### src/verilog/cps_consts.vh
// Behaviour
// input-buffer-full flag, top status bit, read-only
// status bit three reads zero, ignores writes
// low three bits: pin direction, 1 input
// low read strobe with select: host read
// low write strobe with select: host write
// chip select high makes strobes ignored
// slave mode turns pins into strobe inputs
// pin data register: three bits, upper zero
// port writes act as read then write
// data read returns pin levels
// data write updates output latch only
// input pins copied into latch on modify
// input-full set at Q4 after next Q2
// output-full cleared when host read starts
// second unread host write sets overflow
// outside slave mode both full flags clear
// slave select: bit four, resets zero
// firmware sets pins input before slave mode
`ifndef CPS_CONSTS_VH
`define CPS_CONSTS_VH

// ----------------------------------------
// register indices and byte addresses
// ----------------------------------------
`define CPS_IDX_PORT_DATA  12'h009
`define CPS_IDX_DIR_STATUS 12'h089
`define CPS_ADDR_PORT_DATA  12'h024
`define CPS_ADDR_DIR_STATUS 12'h224
`define CPS_ADDR_HOST_BYTE  12'h300
`define CPS_ADDR_BIT_SET    12'h304
`define CPS_ADDR_BIT_CLR    12'h308
`define CPS_ADDR_IRQ_STATUS 12'h30c
`define CPS_ADDR_IRQ_MASK   12'h310

// ----------------------------------------
// direction/status fields and reset
// ----------------------------------------
`define CPS_BIT_IBF  7
`define CPS_BIT_OBF  6
`define CPS_BIT_OVF  5
`define CPS_BIT_MODE 4
`define CPS_DIR_RESET 3'h7
`define CPS_IRQ_WR_DONE 0
`define CPS_IRQ_RD_DONE 1

// ----------------------------------------
// quarter-phase timing
// ----------------------------------------
`define CPS_PHASES 4
`define CPS_Q2 2'h1
`define CPS_Q4 2'h3

`endif

### src/verilog/cps_port.v
`timescale 1ns/1ns
`include "cps_consts.vh"

module cps_port
(
  // apb slave
  input  wire        pclk,
  input  wire        presetn,
  input  wire        psel,
  input  wire        penable,
  input  wire        pwrite,
  input  wire [11:0] paddr,
  input  wire [31:0] pwdata,
  output reg  [31:0] prdata,
  output reg         pready,
  output reg         pslverr,
  // control pins
  input  wire [2:0]  ctl_pin_in,
  output reg  [2:0]  ctl_pin_out,
  output reg  [2:0]  ctl_pin_oe,
  // host byte port pins
  input  wire [7:0]  host_data_in,
  output reg  [7:0]  host_data_out,
  output reg         host_data_oe,
  // interrupt
  output reg         irq
);

// ----------------------------------------
// helpers
// ----------------------------------------
function hit;
  input [11:0] a;
  input [11:0] b;
  begin
    hit = (a == b);
  end
endfunction

function [10:0] agree;
  input [10:0] s2;
  input [10:0] s3;
  input [10:0] held;
  begin
    agree = (s2 & s3) | (held & (s2 ^ s3));
  end
endfunction

function rise;
  input now;
  input was;
  begin
    rise = now & ~was;
  end
endfunction

function fall;
  input now;
  input was;
  begin
    fall = ~now & was;
  end
endfunction

function phase_done;
  input       pend;
  input       q2;
  input [1:0] ph;
  begin
    phase_done = pend & q2 & (ph == `CPS_Q4);
  end
endfunction

// ----------------------------------------
// pin synchronisers
// ----------------------------------------
// three stages; a change counts once stages two and three agree
// judged bit by bit, so a moving data bus cannot hold back a strobe
reg [10:0] sync1;
reg [10:0] sync2;
reg [10:0] sync3;
reg [10:0] pins;
always @(posedge pclk or negedge presetn)
begin
  if (!presetn)
  begin
    sync1 <= 11'h7ff;
    sync2 <= 11'h7ff;
    sync3 <= 11'h7ff;
    pins  <= 11'h7ff;
  end
  else
  begin
    sync1 <= {host_data_in, ctl_pin_in};
    sync2 <= sync1;
    sync3 <= sync2;
    pins  <= agree(sync2, sync3, pins);
  end
end

wire [2:0] ctl_pins  = pins[2:0];
wire [7:0] host_pins = pins[10:3];

// ----------------------------------------
// registers
// ----------------------------------------
reg  [2:0] pin_latch;
reg  [2:0] dir;
reg        mode;
reg        input_buffer_full;
reg        output_buffer_full;
reg        ovf;
reg  [7:0] in_byte;
reg  [1:0] irq_status;
reg  [1:0] irq_mask;
reg  [1:0] qph;

wire setup  = psel & ~penable;
wire access = psel & penable & pready;
wire wr     = access & pwrite;
wire rd     = access & ~pwrite;

// strobes act only with chip select low and slave mode on
wire host_wr = mode & ~ctl_pins[2] & ~ctl_pins[1]; // see see
wire host_rd = mode & ~ctl_pins[2] & ~ctl_pins[0]; // see see
reg  host_wr_d;
reg  host_rd_d;
wire wr_start = rise(host_wr, host_wr_d);
wire wr_end   = fall(host_wr, host_wr_d);
wire rd_start = rise(host_rd, host_rd_d);
wire rd_end   = fall(host_rd, host_rd_d);

// completion waits for a Q2 then lands on the following Q4
reg  wr_pend;
reg  wr_q2;
reg  rd_pend;
reg  rd_q2;
wire wr_done = phase_done(wr_pend, wr_q2, qph);
wire rd_done = phase_done(rd_pend, rd_q2, qph);

wire [7:0] dir_status = {input_buffer_full, output_buffer_full, ovf, mode, 1'b0, dir}; // see

reg [31:0] rd_mux;
always @*
begin
  rd_mux = 32'h0;
  if (hit(paddr, `CPS_ADDR_PORT_DATA))
    rd_mux = {29'h0, ctl_pins}; // see
  else if (hit(paddr, `CPS_ADDR_DIR_STATUS))
    rd_mux = {24'h0, dir_status};
  else if (hit(paddr, `CPS_ADDR_HOST_BYTE))
    rd_mux = {24'h0, in_byte};
  else if (hit(paddr, `CPS_ADDR_IRQ_STATUS))
    rd_mux = {30'h0, irq_status};
  else if (hit(paddr, `CPS_ADDR_IRQ_MASK))
    rd_mux = {30'h0, irq_mask};
end

wire mapped = hit(paddr, `CPS_ADDR_PORT_DATA)
            | hit(paddr, `CPS_ADDR_DIR_STATUS)
            | hit(paddr, `CPS_ADDR_HOST_BYTE)
            | hit(paddr, `CPS_ADDR_BIT_SET)
            | hit(paddr, `CPS_ADDR_BIT_CLR)
            | hit(paddr, `CPS_ADDR_IRQ_STATUS)
            | hit(paddr, `CPS_ADDR_IRQ_MASK);

// ----------------------------------------
// next values
// ----------------------------------------
reg [2:0] next_latch;
always @*
begin
  next_latch = pin_latch;
  if (wr && hit(paddr, `CPS_ADDR_PORT_DATA))
    next_latch = pwdata[2:0];
  // bit set/clear start from the pin levels, so input pins
  // overwrite their latch bits
  else if (wr && hit(paddr, `CPS_ADDR_BIT_SET))
    next_latch = ctl_pins | pwdata[2:0]; // see
  else if (wr && hit(paddr, `CPS_ADDR_BIT_CLR))
    next_latch = ctl_pins & ~pwdata[2:0]; // see
end

wire in_read   = rd && hit(paddr, `CPS_ADDR_HOST_BYTE);
wire out_write = wr && hit(paddr, `CPS_ADDR_HOST_BYTE);
wire ds_write  = wr && hit(paddr, `CPS_ADDR_DIR_STATUS);
wire irq_clr   = wr && hit(paddr, `CPS_ADDR_IRQ_STATUS);

reg next_ibf;
reg next_obf;
reg next_ovf;
always @*
begin
  // setting wins over the clearing access in the same cycle
  next_ibf = wr_done | (input_buffer_full & ~in_read);
  next_obf = out_write | (output_buffer_full & ~rd_start);
  next_ovf = (wr_start & (input_buffer_full | wr_pend))
           | (ovf & ~(ds_write & ~pwdata[`CPS_BIT_OVF]));
  if (!mode)
  begin
    next_ibf = 1'b0;
    next_obf = 1'b0;
  end
end

wire [1:0] next_irq_status = {rd_done, wr_done}
                           | (irq_status & ~(irq_clr ? pwdata[1:0] : 2'h0));

// ----------------------------------------
// state
// ----------------------------------------
always @(posedge pclk or negedge presetn)
begin
  if (!presetn)
  begin
    pin_latch  <= 3'h0;
    dir        <= `CPS_DIR_RESET;
    mode       <= 1'b0;
    input_buffer_full        <= 1'b0;
    output_buffer_full        <= 1'b0;
    ovf        <= 1'b0;
    in_byte    <= 8'h00;
    irq_status <= 2'h0;
    irq_mask   <= 2'h0;
    qph        <= 2'h0;
    host_wr_d  <= 1'b0;
    host_rd_d  <= 1'b0;
    wr_pend    <= 1'b0;
    wr_q2      <= 1'b0;
    rd_pend    <= 1'b0;
    rd_q2      <= 1'b0;
  end
  else
  begin
    pin_latch <= next_latch;
    if (ds_write)
    begin
      dir  <= pwdata[2:0];
      mode <= pwdata[`CPS_BIT_MODE];
    end
    input_buffer_full        <= next_ibf;
    output_buffer_full        <= next_obf;
    ovf        <= next_ovf;
    irq_status <= next_irq_status;
    if (wr && hit(paddr, `CPS_ADDR_IRQ_MASK))
      irq_mask <= pwdata[1:0];
    qph       <= qph + 2'h1;
    host_wr_d <= host_wr;
    host_rd_d <= host_rd;
    // the byte stays current while the host holds the strobe
    if (host_wr)
      in_byte <= host_pins;
    if (wr_end)
    begin
      wr_pend <= 1'b1;
      wr_q2   <= 1'b0;
    end
    else if (wr_done)
      wr_pend <= 1'b0;
    else if (wr_pend && qph == `CPS_Q2)
      wr_q2 <= 1'b1;
    if (rd_end)
    begin
      rd_pend <= 1'b1;
      rd_q2   <= 1'b0;
    end
    else if (rd_done)
      rd_pend <= 1'b0;
    else if (rd_pend && qph == `CPS_Q2)
      rd_q2 <= 1'b1;
  end
end

// ----------------------------------------
// outputs
// ----------------------------------------
always @(posedge pclk or negedge presetn)
begin
  if (!presetn)
  begin
    prdata        <= 32'h0;
    pready        <= 1'b0;
    pslverr       <= 1'b0;
    ctl_pin_out   <= 3'h0;
    ctl_pin_oe    <= 3'h0;
    host_data_out <= 8'h00;
    host_data_oe  <= 1'b0;
    irq           <= 1'b0;
  end
  else
  begin
    // one wait-free access phase after every setup cycle
    pready  <= setup;
    pslverr <= setup & ~mapped;
    if (setup && !pwrite)
      prdata <= rd_mux;
    ctl_pin_out <= next_latch;
    // pins never drive in slave mode, whatever firmware left
    ctl_pin_oe <= ~dir & {3{~mode}}; // see
    if (out_write)
      host_data_out <= pwdata[7:0];
    host_data_oe <= host_rd;
    irq <= |(next_irq_status & irq_mask);
  end
end

endmodule

### config.mk
export PLATFORM = sky130hd
export DESIGN_NAME = cps_port
export DESIGN_NICKNAME = d
export VERILOG_FILES = /design/src/verilog/cps_port.v
export VERILOG_INCLUDE_DIRS = /design/src /design/src/verilog
export SDC_FILE = /design/constraint.sdc
export NUM_CORES = 1
export LEC_CHECK = 0
export ABC_AREA = 1
export BUFFER_PORTS_ARGS = -buffer_cell sky130_fd_sc_hd__buf_2
export CAP_MARGIN = 20
export CORE_MARGIN = 2
export CORE_UTILIZATION = 55
export DETAILED_ROUTE_END_ITERATION = 6
export PLACE_DENSITY = 0.83
export SYNTH_ARGS = -nofsm -noshare
export SYNTH_HDL_FRONTEND = slang
export SYNTH_SLANG_ARGS = --single-unit
### constraint.sdc
create_clock -name pclk -period 3.65 [get_ports pclk]
set_clock_uncertainty 0.2 [all_clocks]
set_input_delay 0.1825 -clock pclk [delete_from_list [all_inputs] [get_ports pclk]]
set_output_delay 0.1825 -clock pclk [all_outputs]
set_load 0.02 [all_outputs]
* Word-level counts from Yosys, hierarchy flattened
Cells that the tools add are included.
Operators by class: $add $sub $neg 1, multiply operators 0, divide/modulo/power cells 0, order comparisons 0, equal/unequal tests 11, shifts and indexed selects 0, muxes and demuxes 21, bitwise gates (word level) 60, reductions and logical operators 20
Operators by type and width (number):
- 12-bit by 10-bit == test with 1-bit output, second input constant | 6
- 8-bit 2-to-1 mux | 3
- 1-bit AND | 22
- 11-bit AND | 2
- 1-bit NOT | 15
- 12-bit by 6-bit == test with 1-bit output, second input constant | 1
- 1-bit 2-to-1 mux | 12
- 1-bit logical AND | 11
- 11-bit OR | 1
- 11-bit bitwise XOR | 1
- 1-bit OR | 10
- 3-bit 2-to-1 mux | 3
- 2-bit nonzero test | 4
- 3-bit AND | 2
- 2-bit 2-to-1 mux | 3
- 3-bit NOT | 2
- 2-bit AND | 2
- 2-bit != test, second input constant | 2
- 2-bit AND reduction | 2
- 3-bit OR | 1
- 3-bit nonzero test | 1
- 2-bit by 1-bit adder with 2-bit output, second input constant | 1
- 2-bit by 1-bit == test with 1-bit output, second input constant | 1
- 2-bit == test, second input constant | 1
- other kinds (4) | 4
Storage, ports and cells: register bits after elaboration 120, bits in latches 0, bits in writable memories 0, memory bits (read-only) 0, input port bits 60, output and inout port bits 50, logic and storage cells 139, memories kept 0

* Logic depth before layout (Yosys ltp)
Gate-level depths: netlist (run 1).
depth after elaboration 10, mapped depth 11, mapped depth without buffers 10

* Worst setup path after synthesis (run 1)
Ideal clock, no wire load.
kind register to register, start reg pready, end reg host_data_out[4], setup time 125 ps, data arrival time 1356 ps, required time 3325 ps, setup slack 1968 ps, cell stages (with the launch flop) 6, path buffers 1, period minus slack after synthesis 1682 ps, cell sequence dfrtp_1 -> nand3_1 -> nor2_4 -> nand3_4 -> buf_6 -> mux2_4
Between the ends: longest elaborated chain between the ends 3
Ends and longest elaborated chain:
- start, declared | line cps_port.v:15 | output reg pready,
- start signal, assigned | line cps_port.v:293 | pready <= setup;
- 1-bit AND | line cps_port.v:119 | wire access = psel & penable & pready;
- 1-bit AND | line cps_port.v:120 | wire wr = access & pwrite;
- 1-bit logical AND | line cps_port.v:185 | wire out_write = wr && hit(paddr, `CPS_ADDR_HOST_BYTE);
- end signal, assigned | line cps_port.v:301 | host_data_out <= pwdata[7:0];
- end, declared | line cps_port.v:23 | output reg [7:0] host_data_out,
Every way passes these cells. A chain may end at the register's enable or synchronous reset.

* Final worst setup path (run 1)
start reg mode, end reg ovf
Between the ends: longest elaborated chain between the ends 5
Ends and longest elaborated chain:
- start, declared | line cps_port.v:109 | reg mode;
- start signal, assigned | line cps_port.v:239 | mode <= pwdata[`CPS_BIT_MODE];
- 1-bit AND (2 in a row) | line cps_port.v:124 | wire host_wr = mode & ~ctl_pins[2] & ~ctl_pins[1];
- 1-bit AND | line cps_port.v:53 | rise = now & ~was;
- 1-bit AND | line cps_port.v:197 | next_ovf = (wr_start & (input_buffer_full | wr_pend))
- 1-bit OR | line cps_port.v:197
- net next_ovf | line cps_port.v:191 | reg next_ovf;
- end signal, assigned | line cps_port.v:243 | ovf <= next_ovf;
- end, declared | line cps_port.v:112 | reg ovf;
The timed path passes the listed nets, and every way through them passes these cells.

==> results of run 1 <==
placed cells by master, fill, tap and decap left out:
cell type      count
dfrtp_1           49
a21boi_1           1
nor2_8             1
nor3_1             1
nor2_4             4
clkinvlp_4         1
ha_1              13
nand3_4            1
dlygate4sd3_1     22
clkbuf_1           2
nand3_1           35
clkbuf_8          10
or2_2              1
o21ai_0           20
nor2_2             3
buf_4              3
nor2_1            18
nor3_2             2
mux2_4             3
nand3_2            3
inv_2              3
clkinv_1           1
o31ai_1            2
clkinv_2           1
conb_1            24
a22o_1             2
a21o_1            12
dfstp_2           47
nand4_1            8
o22ai_1            1
a21oi_1            9
nand2_1           73
nand2_2            2
inv_1             25
mux2_2             2
bufinv_16          1
inv_6              1
buf_2             60
stage by stage:
stage | utilization | hold slack (ns) | worst slack (ns) | instances
after floorplan | - | -0.313 | 1.97 | 393
after global placement | 0.608 | 0.00150 | 1.73 | 528
after global routing | 0.666 | 0.0662 | 1.46 | 566
after detailed placement | 0.608 | 0.00803 | 1.74 | 528
after CTS | 0.666 | 0.00251 | 1.72 | 566
final | 0.666 | 0.00953 | 1.69 | 566
logic make-up after synthesis:
kind of cell,after synthesis
other,1
AO/OA/AOI/OAI,47
buffers and inverters,56
multiplexers,5
AND/OR/NAND/NOR,152
adder cells (fa/ha/maj),13
flip-flops,96
timing repair:
item	4_1_cts	5_1_grt
buffers inserted	0	0
hold endpoints to repair	70	0
hold buffers	22	0
gates resized for setup	0	0
sequential cells by signal, indices dropped and copies added, names as in the netlist, 2 cells and up:
name and cells:
sync1 11, prdata 8, dir 3, ctl_pin_oe 3, in_byte 8, sync2 11, irq_mask 2, qph 2
ctl_pin_out 3, pins 11, irq_status 2, sync3 11, host_data_out 8
per-layer routing:
layer,track usage,vias up,part of all wire
met5,0,-,0
met4,0.0719,0,0.014
met3,0.0457,12,0.043
met2,0.346,76,0.51
met1,0.257,1377,0.44
li1,-,1356,-
worst max-delay path, cell delays in order (launching register included):
cell and delay, ns:
dfrtp_1 0.39, inv_1 0.14, nor3_2 0.59, inv_1 0.25, o31ai_1 0.29
layout make-up:
type / count / share of cell area
inverters: 29 / 0.0228
repair buffers: 85 / 0.114
multi-input cells: 241 / 0.281
flip-flops and latches: 96 / 0.515
well taps: 99 / 0.0259
clock inverters: 4 / 0.0107
clock buffers: 12 / 0.0304
worst paths after layout:
path	startpoint	endpoint	slack (ns)	depth (start not counted)
min in group asynchronous	presetn	mode	0.15	2
min reg2reg	sync1[7]	sync2[7]	0.15	0
max reg2reg	mode	ovf	1.69	4
max	mode	ovf	1.69	4
min	paddr[0]	pslverr	0.01	5
max in group asynchronous	presetn	sync2[0]	2.25	3
power by group through the flow:
stage	combinational [mW]	sequential [mW]	clock, mW
floorplan	0.134	1.23	0
global placement	0.188	1.23	0
detailed placement	0.196	1.23	0
CTS	0.215	1.21	0.709
global route	0.243	1.22	0.754
finish	0.213	1.21	0.690
cell usage after synthesis:
master	n	area [um2]
a21boi_1	1	7.51
a21o_1	12	90.1
a21oi_1	9	45.0
a22o_1	2	17.5
buf_2	1	5.00
buf_4	24	180
buf_6	2	22.5
clkinv_1	1	3.75
conb_1	1	3.75
dfrtp_1	49	1230
dfstp_2	47	1230
ha_1	13	163
inv_1	25	93.8
inv_2	3	11.3
mux2_2	2	22.5
mux2_4	3	45.0
nand2_1	73	274
nand2_2	2	12.5
nand3_1	35	175
nand3_2	3	30.0
nand3_4	1	17.5
nand4_1	8	50.1
nor2_1	18	67.6
nor2_2	3	18.8
nor2_4	4	45.0
nor2_8	1	20.0
nor3_1	1	5.00
nor3_2	2	20.0
o21ai_0	20	100
o22ai_1	1	6.26
o31ai_1	2	15.0
or2_2	1	6.26
==> impl_metrics.env, run 1 <==
export IMPL_status="finished clean"
export IMPL_yosysWarningCount=0
export IMPL_firstDrtPassIters=4
export IMPL_power_switching_mw=0.530
export IMPL_p_leak_nw=2.42
export IMPL_grt_pass1_wl_mm=12.0
export IMPL_io_pin_count=110
export IMPL_syn_avg_cell_area_um2=10.9
export IMPL_fin_crit_sh=0.537
export IMPL_synth_cells=370
export IMPL_portBuffers=61
export IMPL_synth_top_family_by_area="simple AND/OR/NAND/NOR gates"
export IMPL_post_dp_cell_area_mm2=0.00436
export IMPL_clock_path_buffers=2
export IMPL_post_route_drc_count=0
export IMPL_vias=2821
export IMPL_powerDensity_mw_per_mm2=443
export IMPL_switching_share=0.250
export IMPL_pwr_share_comb=0.100
export IMPL_synth_simple_area_share=0.184
export IMPL_fin_area_mm2=0.00478
export IMPL_fp_dieW_um=89.7
export IMPL_diodes=0
export IMPL_vdd_ir_drop_max_v=0.000261
export IMPL_wl_per_cell_um=13.4
export IMPL_grt_pass1_vias=2607
export IMPL_worstPathMaxFanout=15
export IMPL_fillers=567
export IMPL_grt_max_degree=48
export IMPL_clock_sinks=96
export IMPL_p_clk_frac=0.326
export IMPL_hold_viol_final=0
export IMPL_routed_via_density=4.98
export IMPL_area_sequential_mm2=0.00246
export IMPL_core_area_mm2=0.00718
export IMPL_cts_htree_levels=3
export IMPL_first_iter_violations=149
export IMPL_synthMuxAreaShare=0.0167
export IMPL_track_usage=0.203
export IMPL_setup_violations=0
export IMPL_slew_headroom=0.501
export IMPL_dieArea_mm2=0.00804
export IMPL_max_freq_mhz=510
export IMPL_p_int_mw=1.59
export IMPL_fin_setup_tns_ns=0
export IMPL_start_util=0.562
export IMPL_cts_tree="yes"
export IMPL_num_rows=31
export IMPL_root_buffer="clkbuf_8"
export IMPL_hpwl_mm=5.37
export IMPL_seq_area_frac_synth=0.610
export IMPL_tightest_slew_ns=0.744
export IMPL_overflow=0
export IMPL_synth_xor_area_frac=0
export IMPL_rsz0062_at_grt="no"
export IMPL_cts_buffers=9
export IMPL_slew_violations=0
export IMPL_end_kind="register"
export IMPL_clk_latency_ns=0.36
export IMPL_multi_input_area_mm2=0.00134
export IMPL_start_kind="register"
export IMPL_ys_seq_elements=96
export IMPL_syn_area_mm2=0.00404
export IMPL_path_class="register to register"
export IMPL_drt_total_wl_mm=7.57
export IMPL_crit_arrival_ns=2.03
export IMPL_antenna_left=0
export IMPL_period_minus_slack_ns=1.96
export IMPL_cp_data_required_time_ns=3.72
export IMPL_antenna_found_initial=0
export IMPL_synth_compound_area_frac=0.0698
export IMPL_area_growth_syn_to_layout_pct=18.4
export IMPL_synth_adder_area_share=0.0403
export IMPL_die_height_um=89.7
export IMPL_place_gp_congestion=0.891
export IMPL_seq_power_share=0.574
export IMPL_hp_class="input pin to register"
export IMPL_fin_nets=535
export IMPL_drv_cap=0
export IMPL_total_power_mw=2.12
export IMPL_synth_distinct_cells=32
export IMPL_clk_pin_slew_ns=0.09
export IMPL_layout_drive_gt1_share=0.319
No activity file was read; power rests on OpenSTA's default activity.
==> inputs of run 2 (changes only) <==
--- a/config.mk
+++ b/config.mk
@@ -10,9 +10,9 @@
 export BUFFER_PORTS_ARGS = -buffer_cell sky130_fd_sc_hd__buf_2
 export CAP_MARGIN = 20
 export CORE_MARGIN = 2
-export CORE_UTILIZATION = 55
+export CORE_UTILIZATION = 47
 export DETAILED_ROUTE_END_ITERATION = 6
-export PLACE_DENSITY = 0.83
+export PLACE_DENSITY = 0.76
 export SYNTH_ARGS = -nofsm -noshare
 export SYNTH_HDL_FRONTEND = slang
 export SYNTH_SLANG_ARGS = --single-unit
==> constraint.sdc (replaced) <==
create_clock -name pclk -period 1.6 [get_ports pclk]
set_clock_uncertainty 0.2 [all_clocks]
set_input_delay 0.08 -clock pclk [delete_from_list [all_inputs] [get_ports pclk]]
set_output_delay 0.08 -clock pclk [all_outputs]
set_load 0.02 [all_outputs]
==> run 2 against run 1 <==
Compared with the run above:
- clock power grew 120%
- setup slack lost 1.6 ns
- core utilization shrank 6.1 points
- total power grew 130%
- register-to-register slack lost 1.6 ns
- die area grew 16%
- via count grew 5.0%
- sequential share of layout area shrank 2.2 points
- global-route usage shrank 2.4 points
==> impl_metrics.env, run 2 (synthesized netlist as in run 1, its figures left out) <==
export IMPL_hpwl_mm=5.67
export IMPL_final_common_cell="nand2_1"
export IMPL_routed_via_density=4.99
export IMPL_clock_path_buffers=2
export IMPL_vias=2962
export IMPL_clk_latency_ns=0.36
export IMPL_clock_sinks=96
export IMPL_drv_cap=0
export IMPL_antenna_found_initial=0
export IMPL_grt_max_degree=35
export IMPL_antenna_left=0
export IMPL_clk_pin_slew_ns=0.10
export IMPL_overflow=0
export IMPL_vdd_ir_drop_max_v=0.000721
export IMPL_num_rows=33
export IMPL_crit_arrival_ns=1.61
export IMPL_layout_cells_most_common_list="73 x nand2_1, 60 x buf_2, 48 x dfrtp_1, 47 x dfstp_2, 34 x nand3_1"
export IMPL_fin_crit_sh=0.975
export IMPL_hp_class="input pin to register"
export IMPL_fin_nets=556
export IMPL_core_area_mm2=0.00826
export IMPL_status="finished clean"
export IMPL_path_class="input pin to register"
export IMPL_grt_pass1_wl_mm=13.7
export IMPL_cp_data_required_time_ns=1.65
export IMPL_cp_cell_sequence="dlygate4sd3_1 > buf_2 > nand3_2 > nor2_4 > buf_6 > nand3_4 > mux2_4"
export IMPL_cts_buffers=9
export IMPL_worstPathMaxFanout=12
export IMPL_track_usage=0.180
export IMPL_worstRegToRegCells=5
export IMPL_start_kind="input pin"
export IMPL_grt_pass1_vias=2971
export IMPL_utilization=0.604
export IMPL_whs_path_depth=6
export IMPL_cpPeakStageDelay_ns=0.52
export IMPL_wl_per_cell_um=13.8
export IMPL_drt_total_wl_mm=8.16
export IMPL_root_buffer="clkbuf_8"
export IMPL_fp_dieW_um=96.7
export IMPL_post_route_drc_count=0
export IMPL_dieArea_mm2=0.00934
export IMPL_slew_violations=0
export IMPL_layout_drive_gt1_share=0.344
export IMPL_start_util=0.489
export IMPL_diodes=0
export IMPL_setup_violations=0
export IMPL_whs_ns=0.0353
export IMPL_cts_tree="yes"
export IMPL_die_height_um=96.7
export IMPL_place_gp_congestion=0.880
export IMPL_rsz0062_at_grt="yes"
export IMPL_portBuffers=61
export IMPL_p_leak_nw=2.53
export IMPL_io_pin_count=110
export IMPL_cts_htree_levels=3
export IMPL_hold_viol_final=0
export IMPL_first_iter_violations=190
export IMPL_end_kind="register"
export IMPL_powerDensity_mw_per_mm2=960
export IMPL_critical_path_slowest_cell="dlygate4sd3_1"
export IMPL_area_growth_syn_to_layout_pct=23.7
export IMPL_period_minus_slack_ns=1.56
export IMPL_firstDrtPassIters=5
export IMPL_max_freq_mhz=641
run 2: changes by cell type in the layout (fill, tap and decap cells not counted), sizes merged:
cell	delta
buf	+15
clkbuf	-1
inv	+4
bufinv	-1
clkinv	-1
clkinvlp	-1
dlygate4sd3	+6
run 2: path summary, 6_finish.rpt:
path / startpoint / end / slack, ns
worst max-delay path: psel / host_data_out[6] / 0.04
worst min-delay path: paddr[2] / irq_status[0] / 0.04
worst max register to register: pready / host_data_out[6] / 0.05
worst min register to register: sync1[3] / sync2[3] / 0.16
max in group asynchronous: presetn / pins[0] / 0.62
min in group asynchronous: presetn / sync1[4] / 0.29
run 2: through the flow:
stage	TNS, ns	setup slack (ns)	power [mW]	area (um2)	instances
global placement	0	0.0463	3.25	4480	547
floorplan	-0.0281	-0.00936	3.10	4130	393
finish	0	0.0401	4.79	4990	593
global route	-0.0304	-0.0104	5.04	4990	593
CTS	0	0.0148	4.84	4960	592
detailed placement	-0.0246	-0.0246	3.28	4480	547
run 2: power by group:
part	total, mW	switching, mW	internal, mW
sequential	2.77	0.106	2.66
clock	1.50	0.858	0.638
combinational	0.527	0.309	0.218
total	4.79	1.27	3.52
run 2: layout make-up:
class	instances	area [um2]
clock buffers	11	141
clock inverters	5	43.8
fillers	668	3270
inverters	29	109
multi-input cells	241	1370
flip-flops and latches	96	2460
well taps	105	131
repair buffers	106	736
run 2: critical path, delay by kind of cell:
kind                   cells  cell delay [ns]
AND/OR/NAND/NOR            3             0.42
multiplexers               1             0.34
buffers and inverters      3             0.77
run 2: layer usage:
metal | wire [um] | up-vias | GRT usage | part of all wire
met5 | 0 | - | 0 | 0
met4 | 169 | 0 | 0.0509 | 0.021
met3 | 573 | 22 | 0.0470 | 0.070
met2 | 4120 | 128 | 0.316 | 0.51
met1 | 3290 | 1411 | 0.219 | 0.40
li1 | - | 1401 | - | -
run 2: repair_timing:
action                     4_1_cts  5_1_grt
gates resized for setup          0        7
hold buffers                    28        0
pin swaps                        1        2
setup buffers                    1        1
hold endpoints to repair       125        0
setup endpoints to repair        1       11
==> inputs of run 3 (changes only) <==
--- a/config.mk
+++ b/config.mk
@@ -12,7 +12,7 @@
 export CORE_MARGIN = 2
 export CORE_UTILIZATION = 47
 export DETAILED_ROUTE_END_ITERATION = 6
-export PLACE_DENSITY = 0.76
+export PLACE_DENSITY_LB_ADDON = 0.1
 export SYNTH_ARGS = -nofsm -noshare
 export SYNTH_HDL_FRONTEND = slang
 export SYNTH_SLANG_ARGS = --single-unit
==> run 3 against run 2 <==
Compared with the run above:
- the flow now finishes with violations (negative hold slack)
- first-iteration DRC count is 55% lower
- critical path depth is the same
- core utilization increased by 1.2 points
- total power rose by 3.4%
- clock power rose by 10%
- highest routed layer unchanged
- largest cell class unchanged
- combinational power rose by 2%
==> impl_metrics.env, run 3 (synthesized netlist as in run 1, its figures left out) <==
export IMPL_overflow=0
export IMPL_io_pin_count=110
export IMPL_vias=2916
export IMPL_grt_max_degree=44
export IMPL_clock_sinks=96
export IMPL_final_common_cell="nand2_1"
export IMPL_path_class="input pin to register"
export IMPL_die_height_um=96.7
export IMPL_portBuffers=61
export IMPL_post_dp_cell_area_mm2=0.00449
export IMPL_place_gp_congestion=0.939
export IMPL_critical_path_depth=7
export IMPL_p_leak_nw=2.57
export IMPL_place_inst=546
export IMPL_hpwl_mm=5.62
export IMPL_core_area_mm2=0.00826
export IMPL_fin_nets=562
export IMPL_drv_cap=0
export IMPL_clk_pin_slew_ns=0.09
export IMPL_period_minus_slack_ns=1.55
export IMPL_post_route_drc_count=0
export IMPL_diodes=0
export IMPL_final_cells=599
export IMPL_whs_ns=-0.00594
export IMPL_utilization=0.617
export IMPL_cp_data_required_time_ns=1.65
export IMPL_antenna_left=0
export IMPL_setup_ws_ns=0.0516
export IMPL_fin_setup_tns_ns=0
export IMPL_critical_path_slowest_cell="dlygate4sd3_1"
export IMPL_clock_path_buffers=2
export IMPL_drt_total_wl_mm=8.34
export IMPL_rsz0062_at_grt="yes"
export IMPL_wl_per_cell_um=13.9
export IMPL_crit_arrival_ns=1.60
export IMPL_powerDensity_mw_per_mm2=973
export IMPL_grt_pass1_wl_mm=13.4
export IMPL_fin_crit_sh=0.968
export IMPL_place_ws_ns=0.0516
export IMPL_hold_viol_final=1
export IMPL_total_power_mw=4.96
export IMPL_cts_tree="yes"
export IMPL_whs_path_depth=6
export IMPL_grt_pass1_vias=2787
export IMPL_first_iter_violations=85
export IMPL_end_kind="register"
export IMPL_cts_htree_levels=3
export IMPL_num_rows=33
export IMPL_routed_via_density=4.87
export IMPL_violations="negative hold slack"
export IMPL_cpPeakStageDelay_ns=0.52
export IMPL_fillers=696
export IMPL_antenna_found_initial=0
export IMPL_firstDrtPassIters=4
export IMPL_cts_buffers=9
export IMPL_slew_violations=0
export IMPL_hp_class="input pin to register"
export IMPL_area_growth_syn_to_layout_pct=26.2
export IMPL_clk_latency_ns=0.35
export IMPL_dieArea_mm2=0.00934
export IMPL_start_kind="input pin"
export IMPL_layout_drive_gt1_share=0.348
export IMPL_root_buffer="clkbuf_8"
export IMPL_fin_area_mm2=0.00509
export IMPL_worstRegToRegCells=5
export IMPL_max_freq_mhz=646
export IMPL_crit_family="buffers and inverters"
export IMPL_vdd_ir_drop_max_v=0.000721
export IMPL_status="finished with violations"
export IMPL_crit_buf_inv=3
export IMPL_track_usage=0.179
export IMPL_start_util=0.489
export IMPL_cp_cell_sequence="dlygate4sd3_1 > buf_2 > nand3_2 > nor2_4 > buf_4 > nand3_4 > mux2_4"
export IMPL_setup_violations=0
export IMPL_fp_dieW_um=96.7
export IMPL_layout_cells_most_common_list="73 x nand2_1, 58 x buf_2, 48 x dfrtp_1, 47 x dfstp_2, 34 x nand3_1"
export IMPL_worstPathMaxFanout=6
## run 3: cell types whose count changed in the layout (fill, tap and decap cells not counted), sizes merged
cell | previous run | this run
clkbuf | 11 | 17
dlygate4sd3 | 28 | 30
inv | 33 | 30
nand3 | 39 | 40
## run 3: final cells by class
class / instances / area [um2] / share of cell area
clock buffer: 14 / 195 / 0.0383
inverter: 29 / 109 / 0.0214
timing repair buffer: 111 / 790 / 0.155
tap: 105 / 131 / 0.0258
sequential: 96 / 2460 / 0.484
multi-input combinational: 242 / 1390 / 0.273
clock inverter: 2 / 15.0 / 0.00295
## run 3: worst register-to-register path: stages, from the launching register on
cell     delay [ns]
dfrtp_2        0.39
nand3_2        0.09
nor2_4         0.12
buf_4          0.16
nand3_4        0.14
mux2_4         0.33
## run 3: final timing paths
kind / from / end / slack (ns)
max in group asynchronous: presetn / irq_status[1] / 0.26
max: penable / host_data_out[6] / 0.05
min: paddr[6] / dir[1] / -0.006
min in group asynchronous: presetn / output_buffer_full / 0.06
min reg2reg: sync1[6] / sync2[6] / 0.16
max reg2reg: pready / host_data_out[6] / 0.06
## run 3: where the power goes
part           switching [mW]  internal [mW]  leakage [nW]
Clock                   0.838          0.807         0.108
Combinational           0.314          0.225          1.34
Sequential              0.108           2.66          1.12
## run 3: metal layers
metal | track usage | share of wire
met3 | 0.0426 | 0.058
met2 | 0.286 | 0.48
met4 | 0.0585 | 0.014
met5 | 0 | 0
met1 | 0.241 | 0.45
## run 3: what timing repair did
action,CTS,global route
gates resized for setup,0,12
hold endpoints to repair,127,0
setup buffers,0,6
endpoints found under the setup margin,0,14
hold buffers,30,0
